### src/inc/rppj_pkg.sv
package rppj_pkg;
    // timer figures and the collision limit; values are plain defaults
    localparam int unsigned CLK_HZ          = 50_000_000;
    localparam int unsigned LONG_RX_US      = 100;
    localparam int unsigned NO_COLL_US      = 20;
    localparam int unsigned LONG_RX_CYC     = (LONG_RX_US * (CLK_HZ / 1_000_000));
    localparam int unsigned NO_COLL_CYC     = (NO_COLL_US * (CLK_HZ / 1_000_000));
    localparam int unsigned CCNT_W          = 8;
    localparam int unsigned TMR_W           = 24;
    localparam logic [7:0]  CCNT_LIMIT_DEF  = 8'h3c;
    localparam logic [7:0]  CCNT_RST        = 8'h00;
    localparam logic [23:0] TMR_RST         = 24'h000000;
    localparam int unsigned MSG_W           = 8;

    typedef enum logic [1:0] {PART_IDLE, PART_HELD} rppj_part_e;

    typedef struct packed {
        logic             valid;
        logic [MSG_W-1:0] data;
    } rppj_msg_s;

    // port activity as seen at the physical layer
    typedef struct packed {
        logic rxActive;
        logic txActive;
        logic collision;
    } rppj_act_s;
endpackage : rppj_pkg

### src/design/rppj_sync.sv
`timescale 1ns/10ps
module rppj_sync
    import rppj_pkg::*;
(
    input  wire logic      clk,
    input  wire logic      rst,
    input  wire rppj_act_s actIn,
    output      rppj_act_s actOut
);
    typedef struct packed {
        rppj_act_s stage1;
        rppj_act_s stage2;
    } rppj_sync_s;

    rppj_sync_s state_r;
    rppj_sync_s state_nxt;

    always_comb
    begin
        state_nxt        = state_r;
        state_nxt.stage1 = actIn;
        state_nxt.stage2 = state_r.stage1;
    end

    always_ff @(posedge clk or posedge rst)
    begin
        if (rst)
        begin
            state_r <= '0;
        end
        else
        begin
            state_r <= state_nxt;
        end
    end

    assign actOut = state_r.stage2;
endmodule : rppj_sync

### src/design/rppj_port_guard.sv
`timescale 1ns/10ps
// Notes on behaviour
// - port partitions off its own receive data
// - partition when collision count reaches limit
// - partition on long reception with collision
// - count each transmission that collides
// - clear count on clean transmit or receive
// - partitioned port forwards no input messages
// - partitioned port still transmits output messages
// - partitioned port keeps watching segment activity
// - leave partition on reset or long clean activity
// - port cuts off excessive reception itself
// - jabber when one reception exceeds long timer
// - jabber blocks input messages to core
// - jabber blocks output messages from core
// - leave jabber on reset or carrier loss
module rppj_port_guard
    import rppj_pkg::*;
#(
    parameter int unsigned LONG_RX_CYCLES = LONG_RX_CYC,
    parameter int unsigned NO_COLL_CYCLES = NO_COLL_CYC,
    parameter logic [7:0]  COLL_LIMIT     = CCNT_LIMIT_DEF
)
(
    input  wire logic      clk,
    input  wire logic      rst,
    input  wire rppj_act_s phyAct,
    input  wire rppj_msg_s rxMsg,
    input  wire rppj_msg_s coreMsg,
    output      rppj_msg_s toCoreMsg,
    output      rppj_msg_s toPhyMsg,
    output      logic      partitioned,
    output      logic      rxJabber
);
    typedef struct packed {
        rppj_part_e        part;
        logic              partFlag;
        logic              jabber;
        logic [CCNT_W-1:0] collCount;
        logic [TMR_W-1:0]  rxTimer;
        logic [TMR_W-1:0]  cleanTimer;
        logic              rxColl;
        logic              txColl;
        rppj_act_s         actPrev;
        rppj_msg_s         toCore;
        rppj_msg_s         toPhy;
    } rppj_guard_s;

    localparam logic [TMR_W-1:0] LONG_RX_LIM = TMR_W'(LONG_RX_CYCLES);
    localparam logic [TMR_W-1:0] NO_COLL_LIM = TMR_W'(NO_COLL_CYCLES);

    rppj_guard_s state_r;
    rppj_guard_s state_nxt;
    rppj_act_s   act;
    logic        rxEnd;
    logic        txEnd;
    logic        anyAct;

    // activity pins come from the physical layer, outside this clock
    rppj_sync u_sync
    (
        .clk    (clk),
        .rst    (rst),
        .actIn  (phyAct),
        .actOut (act)
    );

    assign rxEnd  = state_r.actPrev.rxActive && !act.rxActive;
    assign txEnd  = state_r.actPrev.txActive && !act.txActive;
    assign anyAct = act.rxActive || act.txActive;

    always_comb
    begin
        state_nxt         = state_r;
        state_nxt.actPrev = act;

        // collision seen during the current receive or transmit event
        if (act.rxActive)
        begin
            state_nxt.rxColl = state_r.rxColl || act.collision;
        end
        else
        begin
            state_nxt.rxColl = 1'b0;
        end
        if (act.txActive)
        begin
            state_nxt.txColl = state_r.txColl || act.collision;
        end
        else
        begin
            state_nxt.txColl = 1'b0;
        end

        // long-receive timer, held at its limit rather than wrapping
        if (!act.rxActive)
        begin
            state_nxt.rxTimer = TMR_RST;
        end
        else if (state_r.rxTimer != LONG_RX_LIM)
        begin
            state_nxt.rxTimer = state_r.rxTimer + 1'b1;
        end
        else
        begin
            state_nxt.rxTimer = LONG_RX_LIM;
        end

        // clean-activity timer: watched in every state
        if (!anyAct || act.collision)
        begin
            state_nxt.cleanTimer = TMR_RST;
        end
        else if (state_r.cleanTimer != NO_COLL_LIM)
        begin
            state_nxt.cleanTimer = state_r.cleanTimer + 1'b1;
        end
        else
        begin
            state_nxt.cleanTimer = NO_COLL_LIM;
        end

        // counter saturates so a long collision storm cannot wrap it
        if (txEnd && state_r.txColl)
        begin
            if (state_r.collCount != {CCNT_W{1'b1}})
            begin
                state_nxt.collCount = state_r.collCount + 1'b1;
            end
            else
            begin
                state_nxt.collCount = state_r.collCount;
            end
        end
        else if ((txEnd && !state_r.txColl) || (rxEnd && !state_r.rxColl))
        begin
            state_nxt.collCount = CCNT_RST;
        end

        unique case (state_r.part)
            PART_IDLE:
            begin
                if (state_r.collCount >= COLL_LIMIT)
                begin
                    state_nxt.part = PART_HELD;
                end
                else if (act.rxActive && state_r.rxColl
                         && state_r.rxTimer == LONG_RX_LIM)
                begin
                    state_nxt.part = PART_HELD;
                end
            end
            PART_HELD:
            begin
                // count restarts so the port is not re-partitioned at once
                if (state_r.cleanTimer == NO_COLL_LIM)
                begin
                    state_nxt.part      = PART_IDLE;
                    state_nxt.collCount = CCNT_RST;
                end
            end
            // unused codes of the state field fall back to the open state
            default:
            begin
                state_nxt.part = PART_IDLE;
            end
        endcase

        // own flop so the status pin carries no decode after the register
        state_nxt.partFlag = (state_nxt.part == PART_HELD);

        if (!act.rxActive)
        begin
            state_nxt.jabber = 1'b0;
        end
        else if (state_r.rxTimer == LONG_RX_LIM)
        begin
            state_nxt.jabber = 1'b1;
        end
        else
        begin
            state_nxt.jabber = state_r.jabber;
        end

        // message gating; one cycle of latency on both paths
        if (state_r.part == PART_HELD || state_r.jabber)
        begin
            state_nxt.toCore = '0;
        end
        else
        begin
            state_nxt.toCore = rxMsg;
        end
        if (state_r.jabber)
        begin
            state_nxt.toPhy = '0;
        end
        else
        begin
            state_nxt.toPhy = coreMsg;
        end
    end

    always_ff @(posedge clk or posedge rst)
    begin
        if (rst)
        begin
            state_r <= '0;
        end
        else
        begin
            state_r <= state_nxt;
        end
    end

    assign toCoreMsg   = state_r.toCore;
    assign toPhyMsg    = state_r.toPhy;
    assign partitioned = state_r.partFlag;
    assign rxJabber    = state_r.jabber;
endmodule : rppj_port_guard

### config.mk
export PLATFORM = sky130hd
export DESIGN_NAME = rppj_port_guard
export DESIGN_NICKNAME = d
export VERILOG_FILES = /design/src/inc/rppj_pkg.sv /design/src/design/rppj_sync.sv /design/src/design/rppj_port_guard.sv
export SDC_FILE = /design/constraint.sdc
export NUM_CORES = 1
export LEC_CHECK = 0
export BUFFER_PORTS_ARGS = -buffer_cell sky130_fd_sc_hd__buf_2
export CAP_MARGIN = 20
export CORE_MARGIN = 1.5
export CORE_UTILIZATION = 59
export CTS_BUF_LIST = sky130_fd_sc_hd__clkbuf_16
export DETAILED_ROUTE_END_ITERATION = 10
export MAX_ROUTING_LAYER = met4
export PLACE_DENSITY = 0.8
export SYNTH_ARGS = -nofsm -noshare
export SYNTH_HDL_FRONTEND = slang
export SYNTH_SLANG_ARGS = --single-unit
### constraint.sdc
create_clock -name clk -period 3.31 [get_ports clk]
set_input_delay 0.662 -clock clk [delete_from_list [all_inputs] [get_ports clk]]
set_output_delay 0.662 -clock clk [all_outputs]
set_load 0.005 [all_outputs]
==> out/results.txt, run 1 <==
Max Slew Vio Count = 0
Placed cell count = 507
PortBufs = 42
Max_slew headroom = 48.2%
Resize count post-CTS = 0
Total GRT Usage = 23.4%
Starting density of the core = 61.2%
# diodes = 0
Sw power = 491 uW
Layout Skew = 0.00590 ns
Post-synth top area cell = dfrtp_1
Antenna violations before repair = 0
VDD IR max = 0.352 mV
Placer Congestion = 0.846
Grt total ovfl = 0
Min-Delay Path Class = reg -> reg
Vias in the first global route = 2874
Max FO, Critical Path = 11
Vias/cell = 5.79
Setup Buffers After CTS = 0
Final nets = 451
Final instance area = 4590 um^2
Combinational Power Share = 4.6%
Max Cap Violations = 0
Post-synth EDFFs = 0
Worst R2R End = state_r[69]
CTS clk-pin slew, worst paths = 0.06 ns
CTS Buf Count = 9
Top Ports = 43
Reg area = 2200 um^2
Synthesized area = 4180 um^2
Placed Area = 4310 um^2
Internal cell power = 1660 uW
Hold Path Depth = 0
Detail Placement HPWL = 5090 um
Hold Startpoint = u_sync.state_nxt[2]
Ranking of synthesized cells by area = dfrtp_1, buf_4, xor2_1
Sw frac = 22.9%
Clock Latency Late Sink = 0.34 ns
Root Buffer = clkbuf_16
Die area = 7600 um^2
Core Rows = 30
Tcrit/Tclk final = 63.9%
Count leader, synth = dfrtp_1
Post-synthesis average cell area = 10.4 um^2
Post-synth ARST share = 100%
Worst path slowest cell = or4_1
Post-Synthesis Cells = 401
CTS tree = built
Cts hold-fix bufs = 0
Clock sinks = 88
Final wirelength = 7680 um
Area delta synth->final = 9.91%
DRC = 0
RSZ-0062 raised after global routing = false
Die W = 87.2 um
Largest net degree at the start of global routing = 49
Pleak = 0.00198 uW
CP Capture Type = flip-flop
Crit path largest cell delay = 0.61 ns
Clock Power Share = 43.4%
Final hold viol count = 0
Reg2Reg Setup Slack = 1.20 ns
Final Hold Slack = 0.348 ns
Ys flop type = dfrtp_1
Bufs on Longest Clock Path = 2
WL per Instance = 14.7 um
Antenna viol nets, final = 0
Setup CP Type = reg -> reg
Reg power frac = 52.0%
Worst Path Required = 3.57 ns
H-tree Lvls = 3
Yosys reg bits = 88
Drt pass-1 iters = 5
Final Non-Filler Cells = 523
F_max = 473 MHz
Startpoint types = flip-flop
Core footprint = 6830 um^2
Die height = 87.2 um
Syn nets = 430
Setup-failing EPs final = 0
Hold EP = u_sync.actOut[2]
Vias = 3028
Worst Tran Pin Value = 0.778 ns
Status = complete, no violations
Share of cells above drive strength 1 = 16.4%
Register area share after synthesis = 52.7%
Crit path time final = 2.11 ns
Worst-case reg-to-reg path depth = 5
Critical Path AT = 2.37 ns
Critical path, cell by cell = ha_1 -> and3_1 -> nand4_1 -> or4_1 -> a21oi_1
Global-route wire length before repair = 13400 um
Post-synth top cells = dfrtp_1, nor2_1, a21oi_1, buf_4, and2_1
Initial DRC Count = 224
Crit path from = state_r[47]
Fill cells = 537
Total power = 2150 uW
R2R Path Start = state_r[47]
Yosys warnings = 0
TNS Setup = 0 ns
Footprint of the multi-input gates = 1710 um^2
Synth top area share = 52.7%
Cell variety after synth = 54
PwrDens = 468 nW/um^2
[per-layer routing]
metal  routed length [um]  GRT usage (%)
met1                 3580           31.2
met2                 3640           35.8
met3                  332           3.32
met4                  133           10.5
met5                    0              -
[power groups by stage]
stage	clock, uW	sequential (uW)	combinational [uW]
after floorplan	0	1130	77.0
after global placement	0	1140	97.4
after detailed placement	0	1140	100
after CTS	956	1120	101
after global routing	1000	1120	113
final	931	1120	98.6
[placed cells by master, fill, tap and decap left out, types with 3 or more instances in the layout]
cell type	count
o21ai_0	11
inv_1	13
o31ai_1	8
xor2_1	17
nor2b_1	10
nor4b_1	4
and3_1	7
and4_1	6
nand4_1	16
o21a_1	3
nand3_1	18
a21oi_1	21
or4_1	7
clkbuf_16	9
xnor2_1	9
ha_1	6
nor4_1	8
and2_1	19
dfrtp_1	88
nor2_1	34
buf_2	42
or3_1	9
nand2_1	18
[per-stage QoR]
| stage | util [%] | worst slack (ns) |
|---|---|---|
| 5_1_grt | 67.2 | 1.01 |
| 2_1_floorplan | - | 0.369 |
| 4_1_cts | 67.2 | 1.22 |
| 3_5_place_dp | 63.1 | 1.23 |
| 6_report | 67.2 | 1.20 |
| 3_3_place_gp | 63.1 | 1.33 |
[how the worst max path moves through the flow]
stage,endpoint,slack (ns),cells after the start
finish,state_r[69],1.20,5
global route,state_r[69],1.01,5
CTS,state_r[69],1.22,5
detailed placement,state_r[69],1.23,5
global placement,state_r[44],1.33,6
floorplan,partitioned,0.37,1
[layout make-up]
type	count	share of cell area (%)
Clock buffer	9	4.90
Clock inverter	7	1.20
Inverter	14	1.17
Multi-Input combinational cell	266	37.1
Sequential cell	88	48.0
Tap cell	96	2.62
Timing Repair Buffer	43	5.01
[registers in the layout (all words and copies together), names as in the netlist]
register	cells
toCoreMsg	9
partitioned	1
toPhyMsg	9
u_sync.state_nxt	3
rxJabber	1
u_sync.actOut	3
state_r	62
[cells by family (layout without fill, tap and decap cells)]
kind of cell             count (synthesis)  count (layout)  synth area share (%)
XOR/XNOR                                26              26                  5.45
AND/OR/NAND/NOR                        170             170                  23.4
adder cells (fa/ha/maj)                  6               6                  1.80
buffers and inverters                   47              73                  6.47
flip-flops                              88              88                  52.7
other                                    1               1                0.0898
multiplexers                             3               3                 0.749
AO/OA/AOI/OAI                           60              60                  9.34
[critical path, delay by kind of cell, from the launching register on]
family / cells / cell delay [ns]
AO/OA/AOI/OAI: 1 / 0.16
adder cells (fa/ha/maj): 1 / 0.21
AND/OR/NAND/NOR: 3 / 1.27
flip-flops: 1 / 0.41
No activity file was read; power rests on OpenSTA's default activity.
==> inputs of run 2 (changes only) <==
clock period = 2.1 ns   (was 3.31 ns; I/O delays follow)
==> run 2 against run 1 <==
Fmax increased by 5.6%. Combinational power grew 77%. Non-clock buffer count increased by 12. Via count is 2.8% higher. Sequential cell count stayed put. Clock-buffer cell count is the same. Worst hold slack lost 0.16 ns. Register-to-register slack lost 1.1 ns. Setup slack got worse by 1.1 ns.
==> out/results.txt, run 2 (same netlist as run 1, synthesis figures left out) <==
Die W = 87.2 um (unchanged)
Max Slew Vio Count = 0 (unchanged)
Area delta synth->final = 13.2%
Max_slew headroom = 52.0% (+3.9 points)
R2R Path Start = state_r[47]
F_max = 500 MHz (+5.6%)
Core footprint = 6830 um^2 (unchanged)
CP Capture Type = flip-flop
Crit path largest cell delay = 0.59 ns (-0.02 ns)
VDD IR max = 0.487 mV (+38%)
Final instance area = 4730 um^2 (+3.0%)
Status = complete, no violations
Vias = 3112 (+2.8%)
Min-Delay Path Class = in -> async
Max FFs per register = 62 (unchanged)
Layout Skew = 0.00729 ns (+0.00139 ns)
Starting density of the core = 61.2% (unchanged)
Cts hold-fix bufs = 0 (unchanged)
Crit path time final = 2.00 ns (-0.112 ns)
Global-route wire length before repair = 13800 um (+3.0%)
Commonest cells after routing, fill and taps aside = dfrtp_1, buf_2, nor2_1
Largest net degree at the start of global routing = 36 (-27%)
Worst Tran Pin Value = 0.702 ns (-0.0759 ns)
Top Ports = 43 (unchanged)
Setup-failing EPs final = 0 (unchanged)
Total GRT Usage = 24.2% (+0.80 points)
Startpoint types = flip-flop
Share of cells above drive strength 1 = 18.2% (+1.8 points)
Clock sinks = 88 (unchanged)
Core Rows = 30 (unchanged)
Top reg by flops = state_r
TNS Setup = 0 ns (unchanged)
Bufs on Longest Clock Path = 2 (unchanged)
# diodes = 0 (unchanged)
Antenna viol nets, final = 0 (unchanged)
Total power = 3590 uW (+67%)
Critical Path AT = 2.26 ns (-0.11 ns)
Crit path from = state_r[47]
Die area = 7600 um^2 (unchanged)
PortBufs = 42 (unchanged)
Pleak = 0.00206 uW (+3.9%)
Clock Latency Late Sink = 0.33 ns (about the same)
Grt total ovfl = 0 (unchanged)
CTS tree = built
WL per Instance = 15.4 um (+5.0%)
Worst-case reg-to-reg path depth = 5 (unchanged)
Max Cap Violations = 0 (unchanged)
DRC = 0 (unchanged)
Drt pass-1 iters = 5 (unchanged)
Placed cell count = 517 (+2.0%)
PwrDens = 759 nW/um^2 (+62%)
Final nets = 463 (+2.7%)
Antenna violations before repair = 0 (unchanged)
Final hold viol count = 0 (unchanged)
Worst path slowest cell = or4_1
Utilization after layout = 69.2% (+2.0 points)
Worst Path Required = 2.35 ns (-1.22 ns)
Final wirelength = 8260 um (+7.4%)
Critical path, cell by cell = ha_1 -> and3_2 -> nand4_1 -> or4_1 -> a21oi_1
Root Buffer = clkbuf_16
Commonest non-fill, non-tap cell in the layout = dfrtp_1
Max FO, Critical Path = 8 (-3)
Vias in the first global route = 3034 (+5.6%)
CTS Buf Count = 9 (unchanged)
CTS clk-pin slew, worst paths = 0.06 ns (about the same)
Fill cells = 505 (-6.0%)
Vias/cell = 5.82 (+0.47%)
Detail Placement HPWL = 5320 um (+4.3%)
Initial DRC Count = 248 (+11%)
Final Non-Filler Cells = 535 (+2.3%)
Setup CP Type = reg -> reg
Die height = 87.2 um (unchanged)
H-tree Lvls = 3 (unchanged)
Placer Congestion = 0.867 (+2.5%)
Placed Area = 4400 um^2 (+2.1%)
Tcrit/Tclk final = 95.3% (+31 points)
-- run 2: metrics by stage --
stage / worst slack (ns) / hold WS (ns)
after global placement: 0.173 / 0.335
after detailed placement: 0.0315 / 0.335
after global routing: -0.0137 / 0.189
after CTS: 0.0206 / 0.187
final: 0.0984 / 0.190
after floorplan: 0.443 / 0.331
-- run 2: routing by layer --
layer  global-route usage (%)  share of wire [%]
met5                        -                  0
met4                     10.5                1.6
met3                     3.89                4.5
met2                     39.4                 51
met1                     29.9                 43
-- run 2: path summary, 6_finish.rpt --
path	endpoint	slack, ns
worst max-delay path	state_r[69]	0.1
worst max register to register	state_r[69]	0.1
min in group clk	u_sync.state_nxt[0]	0.19
max in group asynchronous	state_r[44]	1.30
worst min-delay path	toPhyMsg[0]	0.19
worst min register to register	u_sync.actOut[0]	0.35
-- run 2: what timing repair did --
| item | in CTS | in global routing |
|---|---|---|
| gates resized for setup | 0 | 1 |
| endpoints found under the setup margin | 0 | 1 |
| endpoints found under the hold margin | 0 | 0 |
| setup buffers | 0 | 2 |
-- run 2: area by class of cell --
class / count / area [um^2] / area share [%]
Clock buffer: 9 / 225 / 4.76
Clock inverter: 7 / 87.6 / 1.85
Inverter: 14 / 56.3 / 1.19
Multi-Input combinational cell: 266 / 1710 / 36.1
Sequential cell: 88 / 2200 / 46.5
Tap cell: 96 / 120 / 2.54
Timing Repair Buffer: 55 / 333 / 7.04
-- run 2: critical path: cells and delay by family (launching register included) --
family / cells / cell delay [ns]
AO/OA/AOI/OAI: 1 / 0.17
AND/OR/NAND/NOR: 3 / 1.15
flip-flops: 1 / 0.40
adder cells (fa/ha/maj): 1 / 0.20
-- run 2: power breakdown --
part	total [uW]	internal, uW	switching, uW
sequential	1760	1740	23.7
clock	1660	1030	626
combinational	175	77.1	98.3
total	3590	2840	748
